<file path="src/common/mmtu_pkg.sv">
// Purpose: Shared constants and types of the multi-mode timer unit
// Assumes: APB slave with 32-bit data, 8-bit byte address
// Notes:   Each subsystem owns a 32-byte window; status and mask sit above them
package mmtu_pkg;
  // Address map
  localparam int         ADDR_W        = 8;
  localparam int         SUB_MAX       = 4;
  localparam logic [4:0] OFF_CTRL      = 5'h00;
  localparam logic [4:0] OFF_PRESC     = 5'h04;
  localparam logic [4:0] OFF_CNT       = 5'h08;
  localparam logic [4:0] OFF_PER       = 5'h0C;
  localparam logic [4:0] OFF_DTY       = 5'h10;
  localparam logic [7:0] ADDR_STAT     = 8'h80;
  localparam logic [7:0] ADDR_MASK     = 8'h84;
  // Control register fields
  localparam int         CTRL_MODE_LSB = 0;
  localparam int         CTRL_RUN_LSB  = 2;
  localparam int         CTRL_EDG_LSB  = 4;
  localparam int         CTRL_CRST_LSB = 8;
  localparam int         CTRL_POL_LSB  = 10;
  // Capture edge select bits per pin
  localparam int         EDG_RISE      = 0;
  localparam int         EDG_FALL      = 1;
  // Interrupt sources per subsystem
  localparam int         SRC_PER_SUB   = 4;
  // Widths, masks and reset values
  localparam int         LANE_W        = 8;
  localparam logic [15:0] MASK8        = 16'h00FF;
  localparam logic [15:0] MASK16       = 16'hFFFF;
  localparam logic [15:0] CNT_RST      = 16'h0000;
  localparam logic [7:0]  PRESC_RST    = 8'h00;
  localparam logic [31:0] RDATA_NONE   = 32'h0000_0000;

  typedef enum logic [1:0] {MODE_LOWPWR, MODE_DUAL8, MODE_PWM16, MODE_CAPT} mode_type;
  typedef enum logic [2:0] {SEL_NONE, SEL_CTRL, SEL_PRESC, SEL_CNT, SEL_PER, SEL_DTY,
                            SEL_STAT, SEL_MASK} sel_type;

  // State of one timer subsystem
  typedef struct packed {
    mode_type    mode;
    logic [1:0]  channel_run;
    logic [3:0]  edg;
    logic [1:0]  crst;
    logic [1:0]  output_polarity;
    logic [7:0]  prescale_value;
    logic [7:0]  psc;
    logic [15:0] subsystem_counter;
    logic [15:0] period_capture_reg;
    logic [15:0] duty_capture_reg;
    logic [15:0] per_act;
    logic [15:0] dty_act;
    logic [1:0]  inv;
  } sub_type;
endpackage

</file>
<file path="src/hdl/multi_mode_timer_unit.sv">
// Purpose: Four-subsystem PWM / capture timer unit behind an APB slave
// Assumes: Single clock, synchronous reset, pins sampled through two flops
// Notes:   Zero-wait APB: pready answers in the cycle after setup
//          Interrupt sources per subsystem: A ch0 period/capture0,
//          B ch1 period/capture1, C ch0 duty/capture overflow, D ch1 duty

// Summary of operation
// - Four subsystems run fully independent
// - Modes: dual 8-bit PWM, 16-bit PWM, capture
// - Own 8-bit prescaler divides the clock
// - 16-bit up-counter plus two 16-bit registers
// - Low power mode stops only that subsystem's clock
// - Mode decides pins are outputs or inputs
// - Software chooses PWM output polarity per pin
// - Capture edges and counter reset selectable
// - Four interrupt requests, one per subsystem
// - Sixteen sources, each pending and enable bit
// - Clear after period, invert at 0-1, revert after duty
// - Duty above a nonzero period 100%, duty zero 0%
// - Period and duty double buffered in PWM
// - Capture copies counter to period or duty
module multi_mode_timer_unit #(
  parameter int NUM_SUB = 4
) (
  input  wire logic                   i_clk,
  input  wire logic                   i_rst,
  input  wire logic                   i_ce,
  input  wire logic                   i_psel,
  input  wire logic                   i_penable,
  input  wire logic                   i_pwrite,
  input  wire logic [7:0]             i_paddr,
  input  wire logic [31:0]            i_pwdata,
  output logic      [31:0]            o_prdata,
  output logic                        o_pready,
  output logic                        o_pslverr,
  input  wire logic [2*NUM_SUB-1:0]   i_timer_io_pin,
  output logic      [2*NUM_SUB-1:0]   o_timer_io_pin,
  output logic      [2*NUM_SUB-1:0]   o_timer_io_pin_oe,
  output logic      [NUM_SUB-1:0]     o_irq
);
  localparam int SW = mmtu_pkg::SRC_PER_SUB * NUM_SUB;

  typedef struct packed {
    mmtu_pkg::sub_type [NUM_SUB-1:0] sub;
    logic [SW-1:0]                   stat;
    logic [SW-1:0]                   mask;
    logic [NUM_SUB-1:0]              irq;
    logic [2*NUM_SUB-1:0]            tio;
    logic [2*NUM_SUB-1:0]            oe;
    logic [31:0]                     rdata;
    logic                            ready;
    logic                            err;
  } state_type;

  state_type           q, d;
  logic [2*NUM_SUB-1:0] pin_rise;
  logic [2*NUM_SUB-1:0] pin_fall;
  mmtu_pkg::sub_type   s;
  mmtu_pkg::sel_type   sel_r;
  mmtu_pkg::sel_type   sel_w;
  logic [18:0]         res;
  logic [1:0]          en;
  logic [1:0]          ev;
  logic [3:0]          src;
  logic                tick;
  logic                wr;
  logic [SW-1:0]       stat_set;
  logic [SW-1:0]       lp_lock;
  logic [1:0]          sidx;

  if (NUM_SUB < 1 || NUM_SUB > mmtu_pkg::SUB_MAX) begin : g_chk
    $error("NUM_SUB must be 1 to 4");
  end

  // Address decode shared by read setup and write access
  function automatic mmtu_pkg::sel_type decode(input logic [7:0] a);
    if (a == mmtu_pkg::ADDR_STAT) begin
      return mmtu_pkg::SEL_STAT;
    end else if (a == mmtu_pkg::ADDR_MASK) begin
      return mmtu_pkg::SEL_MASK;
    end else if (a[7] || int'(a[6:5]) >= NUM_SUB) begin
      return mmtu_pkg::SEL_NONE;
    end else if (a[4:0] == mmtu_pkg::OFF_CTRL) begin
      return mmtu_pkg::SEL_CTRL;
    end else if (a[4:0] == mmtu_pkg::OFF_PRESC) begin
      return mmtu_pkg::SEL_PRESC;
    end else if (a[4:0] == mmtu_pkg::OFF_CNT) begin
      return mmtu_pkg::SEL_CNT;
    end else if (a[4:0] == mmtu_pkg::OFF_PER) begin
      return mmtu_pkg::SEL_PER;
    end else if (a[4:0] == mmtu_pkg::OFF_DTY) begin
      return mmtu_pkg::SEL_DTY;
    end else begin
      return mmtu_pkg::SEL_NONE;
    end
  endfunction

  // One counter increment: {duty hit, period hit, new inversion, new count}
  function automatic logic [18:0] pwm_step(input logic [15:0] c, input logic [15:0] p,
                                           input logic [15:0] dt, input logic [15:0] msk,
                                           input logic inv);
    logic [15:0] nc;
    logic        ni;
    nc = (c == p) ? mmtu_pkg::CNT_RST : ((c + 16'h0001) & msk);
    ni = inv;
    if (c == dt) begin
      ni = 1'b0;
    end else if (c == 16'h0000 && nc == 16'h0001) begin
      ni = 1'b1;
    end
    return {(c == dt), (c == p), ni, nc};
  endfunction

  // Pin synchronisers and edge detection
  mmtu_pin_sync #(
    .WIDTH (2*NUM_SUB)
  ) u_sync (
    .i_clk  (i_clk),
    .i_rst  (i_rst),
    .i_ce   (i_ce),
    .i_pin  (i_timer_io_pin),
    .o_rise (pin_rise),
    .o_fall (pin_fall)
  );

  // Next-state logic: bus, subsystems, interrupts
  always_comb begin
    d        = q;
    s        = '0;
    res      = '0;
    en       = '0;
    ev       = '0;
    src      = '0;
    tick     = 1'b0;
    stat_set = '0;
    lp_lock  = '0;
    sidx     = i_paddr[6:5];
    sel_r    = decode(i_paddr);
    sel_w    = sel_r;
    wr       = i_psel && i_penable && q.ready && i_pwrite;
    // APB setup phase: answer prepared for access phase
    d.ready  = i_psel && !i_penable;
    if (i_psel && !i_penable) begin
      d.err   = (sel_r == mmtu_pkg::SEL_NONE);
      d.rdata = mmtu_pkg::RDATA_NONE;
      if (sel_r == mmtu_pkg::SEL_STAT) begin
        d.rdata[SW-1:0] = q.stat;
      end else if (sel_r == mmtu_pkg::SEL_MASK) begin
        d.rdata[SW-1:0] = q.mask;
      end else if (sel_r != mmtu_pkg::SEL_NONE) begin
        s = q.sub[sidx];
        case (sel_r)
          mmtu_pkg::SEL_CTRL:  d.rdata[11:0] = {s.output_polarity, s.crst, s.edg,
                                                s.channel_run, s.mode};
          mmtu_pkg::SEL_PRESC: d.rdata[7:0]  = s.prescale_value;
          mmtu_pkg::SEL_CNT:   d.rdata[15:0] = s.subsystem_counter;
          mmtu_pkg::SEL_PER:   d.rdata[15:0] = s.period_capture_reg;
          mmtu_pkg::SEL_DTY:   d.rdata[15:0] = s.duty_capture_reg;
          default:             d.rdata       = mmtu_pkg::RDATA_NONE;
        endcase
      end
    end
    if (wr && sel_w == mmtu_pkg::SEL_MASK) begin
      d.mask = i_pwdata[SW-1:0];
    end
    // Each subsystem evolves from its own state only
    for (int n = 0; n < NUM_SUB; n++) begin
      s      = q.sub[n];
      src    = '0;
      en[0]  = s.channel_run[0];
      en[1]  = s.channel_run[1] && (s.mode == mmtu_pkg::MODE_DUAL8);
      tick   = (en != 2'b00) && (s.psc == s.prescale_value);
      for (int c = 0; c < 2; c++) begin
        ev[c] = s.channel_run[0] && (s.mode == mmtu_pkg::MODE_CAPT)
                && ((pin_rise[2*n+c] && s.edg[2*c+mmtu_pkg::EDG_RISE])
                 || (pin_fall[2*n+c] && s.edg[2*c+mmtu_pkg::EDG_FALL]));
      end
      if (s.mode != mmtu_pkg::MODE_LOWPWR) begin
        s.psc = (en == 2'b00 || tick) ? mmtu_pkg::PRESC_RST : s.psc + 8'h01;
        case (s.mode)
          mmtu_pkg::MODE_DUAL8: begin
            for (int c = 0; c < 2; c++) begin
              if (!en[c]) begin
                s.inv[c] = 1'b0;
                s.per_act[8*c +: 8] = s.period_capture_reg[8*c +: 8];
                s.dty_act[8*c +: 8] = s.duty_capture_reg[8*c +: 8];
              end else if (tick) begin
                res = pwm_step({8'h00, s.subsystem_counter[8*c +: 8]},
                               {8'h00, s.per_act[8*c +: 8]},
                               {8'h00, s.dty_act[8*c +: 8]}, mmtu_pkg::MASK8, s.inv[c]);
                s.subsystem_counter[8*c +: 8] = res[7:0];
                s.inv[c]   = res[16];
                src[c]     = res[17];
                src[2+c]   = res[18];
                if (res[17]) begin
                  s.per_act[8*c +: 8] = s.period_capture_reg[8*c +: 8];
                  s.dty_act[8*c +: 8] = s.duty_capture_reg[8*c +: 8];
                end
              end
            end
          end
          mmtu_pkg::MODE_PWM16: begin
            if (!en[0]) begin
              s.inv     = 2'b00;
              s.per_act = s.period_capture_reg;
              s.dty_act = s.duty_capture_reg;
            end else if (tick) begin
              res = pwm_step(s.subsystem_counter, s.per_act, s.dty_act,
                             mmtu_pkg::MASK16, s.inv[0]);
              s.subsystem_counter = res[15:0];
              s.inv    = {2{res[16]}};
              src[0]   = res[17];
              src[2]   = res[18];
              if (res[17]) begin
                s.per_act = s.period_capture_reg;
                s.dty_act = s.duty_capture_reg;
              end
            end
          end
          mmtu_pkg::MODE_CAPT: begin
            s.inv = 2'b00;
            if (tick) begin
              src[2] = (s.subsystem_counter == mmtu_pkg::MASK16);
              s.subsystem_counter = s.subsystem_counter + 16'h0001;
            end
            if (ev[0]) begin
              s.period_capture_reg = q.sub[n].subsystem_counter;
              s.per_act = q.sub[n].subsystem_counter;
            end
            if (ev[1]) begin
              s.duty_capture_reg = q.sub[n].subsystem_counter;
              s.dty_act = q.sub[n].subsystem_counter;
            end
            src[1:0] = ev;
            if ((ev & s.crst) != 2'b00) begin
              s.subsystem_counter = mmtu_pkg::CNT_RST;
              s.psc = mmtu_pkg::PRESC_RST;
            end
          end
          default: begin
            s.inv = 2'b00;
          end
        endcase
      end else begin
        lp_lock[4*n +: 4] = 4'hF;
      end
      // Register writes land after the timing step
      if (wr && int'(sidx) == n) begin
        if (sel_w == mmtu_pkg::SEL_CTRL) begin
          s.mode            = mmtu_pkg::mode_type'(i_pwdata[mmtu_pkg::CTRL_MODE_LSB +: 2]);
          s.channel_run     = i_pwdata[mmtu_pkg::CTRL_RUN_LSB +: 2];
          s.edg             = i_pwdata[mmtu_pkg::CTRL_EDG_LSB +: 4];
          s.crst            = i_pwdata[mmtu_pkg::CTRL_CRST_LSB +: 2];
          s.output_polarity = i_pwdata[mmtu_pkg::CTRL_POL_LSB +: 2];
        end else if (sel_w == mmtu_pkg::SEL_PRESC) begin
          s.prescale_value = i_pwdata[7:0];
        end else if (q.sub[n].mode != mmtu_pkg::MODE_LOWPWR) begin
          if (sel_w == mmtu_pkg::SEL_CNT && q.sub[n].channel_run == 2'b00) begin
            s.subsystem_counter = i_pwdata[15:0];
          end else if (sel_w == mmtu_pkg::SEL_PER) begin
            s.period_capture_reg = i_pwdata[15:0];
          end else if (sel_w == mmtu_pkg::SEL_DTY) begin
            s.duty_capture_reg = i_pwdata[15:0];
          end
        end
      end
      d.sub[n] = s;
      stat_set[4*n +: 4] = src;
      // Pin direction and PWM level
      d.oe[2*n +: 2]  = {2{s.mode == mmtu_pkg::MODE_DUAL8 || s.mode == mmtu_pkg::MODE_PWM16}};
      d.tio[2*n +: 2] = d.oe[2*n +: 2] & (s.output_polarity ^ s.inv);
    end
    // Sticky flags: set wins, low power blocks clearing
    if (wr && sel_w == mmtu_pkg::SEL_STAT) begin
      d.stat = (q.stat & ~(i_pwdata[SW-1:0] & ~lp_lock)) | stat_set;
    end else begin
      d.stat = q.stat | stat_set;
    end
    for (int n = 0; n < NUM_SUB; n++) begin
      d.irq[n] = |(d.stat[4*n +: 4] & d.mask[4*n +: 4]);
    end
  end

  // State register
  always_ff @(posedge i_clk) begin
    if (i_rst) begin
      q <= '0;
    end else if (i_ce) begin
      q <= d;
    end
  end

  // Outputs straight from state
  assign o_prdata          = q.rdata;
  assign o_pready          = q.ready;
  assign o_pslverr         = q.err;
  assign o_timer_io_pin    = q.tio;
  assign o_timer_io_pin_oe = q.oe;
  assign o_irq             = q.irq;
endmodule

</file>
<file path="src/hdl/mmtu_pin_sync.sv">
// Purpose: Two-stage synchroniser and edge detector for timer pins
// Assumes: Pins are asynchronous to i_clk
// Notes:   Edge outputs are combinational from the synchronised stages
module mmtu_pin_sync #(
  parameter int WIDTH = 8
) (
  input  wire logic             i_clk,
  input  wire logic             i_rst,
  input  wire logic             i_ce,
  input  wire logic [WIDTH-1:0] i_pin,
  output logic      [WIDTH-1:0] o_rise,
  output logic      [WIDTH-1:0] o_fall
);
  typedef struct packed {
    logic [WIDTH-1:0] meta;
    logic [WIDTH-1:0] sync;
    logic [WIDTH-1:0] prev;
  } sync_type;

  sync_type q, d;

  if (WIDTH < 1) begin : g_chk
    $error("mmtu_pin_sync needs at least one pin");
  end

  // Shift chain, first stage read only by second
  always_comb begin
    d      = q;
    d.meta = i_pin;
    d.sync = q.meta;
    d.prev = q.sync;
  end

  always_ff @(posedge i_clk) begin
    if (i_rst) begin
      q <= '0;
    end else if (i_ce) begin
      q <= d;
    end
  end

  // Edges between the second and third stage
  assign o_rise = q.sync & ~q.prev;
  assign o_fall = ~q.sync & q.prev;
endmodule

</file>
<file path="config.mk">
export PLATFORM = sky130hd
export DESIGN_NAME = multi_mode_timer_unit
export DESIGN_NICKNAME = d
export VERILOG_FILES = /design/src/common/mmtu_pkg.sv /design/src/hdl/multi_mode_timer_unit.sv /design/src/hdl/mmtu_pin_sync.sv
export SDC_FILE = /design/constraint.sdc
export NUM_CORES = 2
export LEC_CHECK = 0
export BUFFER_PORTS_ARGS = -buffer_cell sky130_fd_sc_hd__buf_4
export CELL_PAD_IN_SITES_DETAIL_PLACEMENT = 1
export CELL_PAD_IN_SITES_GLOBAL_PLACEMENT = 2
export CORE_AREA = 8 8 315 317
export CTS_CLUSTER_DIAMETER = 120
export DETAILED_ROUTE_END_ITERATION = 7
export DIE_AREA = 0 0 323 325
export PLACE_DENSITY = 0.8
export SLEW_MARGIN = 0
export SYNTH_ARGS = -nofsm -noshare
export SYNTH_HDL_FRONTEND = slang
export SYNTH_SLANG_ARGS = --single-unit
</file>
<file path="constraint.sdc">
create_clock -name i_clk -period 5.8 [get_ports i_clk]
set_input_delay 1.45 -clock i_clk [delete_from_list [all_inputs] [get_ports i_clk]]
set_output_delay 1.45 -clock i_clk [all_outputs]
set_load 0.1 [all_outputs]
</file>
==> metrics.md <==
| Metric | Value |
|---|---|
| Top Ports | 108 |
| Sw Ratio | 0.256 |
| Grt ovf | 0 |
| DR DRC count | 3 |
| Post-synth top area share | 0.325 |
| Clock network fraction of design power | 0.518 |
| Layout cells sized above 1 | 0.118 |
| Max clock buf depth | 3 |
| Commonest cells in the netlist | 620 x nor2_1, 530 x dfxtp_1, 278 x nand2_1 |
| DRT iter0 DRCs | 3630 |
| Reg power frac | 0.425 |
| Slowest cell delay on critical path | 0.81 ns |
| CTS Sinks | 530 |
| Die X | 323 um |
| P_sw | 2220 uW |
| CTS buffer count | 67 |
| Maximum VDD drop | 0.151 mV |
| Post-synth top area cell | dfxtp_1 |
| Unique masters post-synth | 109 |
| Number of flops mapped to enable cells by yosys | 0 |
| Clock-pin slew on the worst setup and hold paths | 0.06 ns |
| Synthesis Warnings | 0 |
| Fin crit share | 0.729 |
| Via density | 6.31 |
| Nets | 4037 |
| Logic pwr share | 0.057 |
| Synth Cell Area | 0.0327 mm^2 |
| Layout area overhead | 11.0% |
| Vias in the first global route | 32193 |
| Cells along the critical path | buf_4, nor4_4, nand3b_1, nor4b_2, nand2b_1, a21oi_1, o311a_1, a2111oi_0 |
| Dpl hpwl | 106000 um |
| Post_cts resized | 0 |
| Kind of critical path | primary input to flip-flop |
| Sequential-to-total area share from yosys stat | 0.325 |
| Startpoint Class | primary input |
| Largest net degree at the start of global routing | 151 |
| FMAX | 236 MHz |
| Initial cell density of the core | 0.347 |
| H-Tree Depth | 3 |
| Least-Margin Pin Slew | 1.33 ns |
| CTS Root Cell | clkbuf_16 |
| Worst path required time | 6.29 ns |
| Cell Rows | 113 |
| Violated checks | design-rule violations |
| Die ar. | 0.105 mm^2 |
| Power per cell area | 239 mW/mm^2 |
| GRT Total Usage | 0.280 |
| Hold Buf Count CTS | 0 |
| Worst Skew | 0.0286 ns |
| Max Fanout on Critical Path | 12 |
| Post-synthesis sequential element count | 530 |
| Syn Inst Count | 4090 |
| Routed wire length | 153000 um |
| Endpoints failing hold | 0 |
| Core area | 0.0942 mm^2 |
| CP bufs+invs | 1 |
| Drt pass-1 iters | 8 |
| Area contributors post-synth | dfxtp_1 32%, nor2_1 7.1%, mux4_2 4.7% |
| Top FF cell, synth | dfxtp_1 |
| Clock tree from TritonCTS | yes |
| Avg Inst Size Synth | 7.99 um^2 |
| Avg WL per Cell | 29.0 um |
| Tmin final | 4.23 ns |
| Final cell utilization of the core | 0.386 |
| Crit end category | flip-flop |
| Ys async rst share | 0 |
| Leak pwr | 0.0131 uW |
| First-pass GRT wire length | 224000 um |
| CP top delay family | simple AND/OR/NAND/NOR gates |
| Crit-path slowest cell | nor4b_2 |
| Routed vias | 33266 |
| Buffers on Ports | 75 |
| Post-CTS setup repair buffer count | 0 |
| Max_cap viols | 0 |
| RSZ-0062 raised after global routing | no |
| HP Class | flip-flop to flip-flop |
| Status | complete, but fails checks |
| Antenna violations before repair | 11 |
| Post-DRT Antenna Nets | 0 |
| Setup TNS Final | 0 ns |
| Die Ht | 325 um |
| P_int | 6460 uW |
| Top-count cell post-synth | nor2_1 |
| Finish-stage setup viols | 0 |
| Placer congestion estimate | 0.957 |
| Worst-Skew Late Latency | 0.64 ns |
| Max-slew violation count | 0 |
| Worst Path Arrival | 4.72 ns |
| Rel. slew slack | 0.108 |
-- sequential cells by signal, indices dropped and copies added, names as in the netlist --
signal,cells
o_pready,1
o_timer_io_pin,8
u_sync.d,16
o_timer_io_pin_oe,4
o_prdata,16
en,1
q,471
o_irq,4
o_pslverr,1
u_sync.q,8
-- stage by stage --
stage                     hold slack [ns]  instances  setup slack [ns]  instance area (um^2)  total power, uW
after floorplan                     0.427       4105              2.41                 32700             4070
after global placement              0.458       5143              1.16                 34000             4240
after detailed placement            0.465       5143              1.10                 34000             4250
after CTS                           0.475       5264              1.71                 36300             8700
after global routing                0.491       5264              1.48                 36300             8860
final                               0.477       5268              1.57                 36300             8680
-- layout make-up --
| type | instances | area, um^2 |
|---|---|---|
| Fill cell | 11262 | 57900 |
| Clock inverter | 23 | 348 |
| Multi-Input combinational cell | 3068 | 19900 |
| Clock buffer | 98 | 1940 |
| Antenna cell | 4 | 10.0 |
| Timing Repair Buffer | 208 | 1630 |
| Inverter | 72 | 270 |
| Sequential cell | 530 | 10600 |
| Tap cell | 1265 | 1580 |
-- layer usage --
layer / vias up / track usage / routed length [um]
li1: 14578 / - / -
met1: 16672 / 0.386 / 65600
met2: 1634 / 0.414 / 64800
met3: 378 / 0.0546 / 13900
met4: 4 / 0.135 / 8310
met5: - / 0 / 23
-- tightest hold or removal path, cell delays in order (launching register included) --
cell and delay [ns]:
dfxtp_1 0.32, inv_1 0.05, a211oi_1 0.05
-- worst paths after layout --
check | start | slack [ns] | end | depth (start not counted)
hold reg to reg | q[220] | 0.48 | q[220] | 2
setup / recovery | i_paddr[1] | 1.57 | q[491] | 8
hold / removal | q[220] | 0.48 | q[220] | 2
setup reg to reg | q[524] | 1.57 | o_timer_io_pin[7] | 9
-- power groups by stage --
stage / clock (uW) / combinational, uW / sequential (uW)
after floorplan: 0 / 310 / 3760
after global placement: 0 / 476 / 3770
after detailed placement: 0 / 479 / 3770
after CTS: 4530 / 480 / 3690
after global routing: 4670 / 504 / 3690
final: 4490 / 493 / 3690
-- cells in the final DEF (no fill, tap or decap), drive strengths merged, types with 68 or more instances in the layout --
cell    count
nor2      632
dfxtp     530
a21oi     280
nand2     279
o21ai     245
nor3      208
buf       207
a221oi    135
mux2i     128
a211oi    118
xnor2     115
xor2      104
clkbuf     99
o22ai      74
inv        74
nand3      70
mux4       68
-- cell families after synthesis --
logic type | after synthesis | synth area share
mux | 198 | 0.0867
simple gates | 1463 | 0.213
xor+xnor | 219 | 0.0587
compound gates | 1136 | 0.234
other cells | 1 | 0.000115
fa+ha+maj | 36 | 0.0138
buf+inv | 507 | 0.0695
flops | 530 | 0.325
No activity file was read; power rests on OpenSTA's default activity.
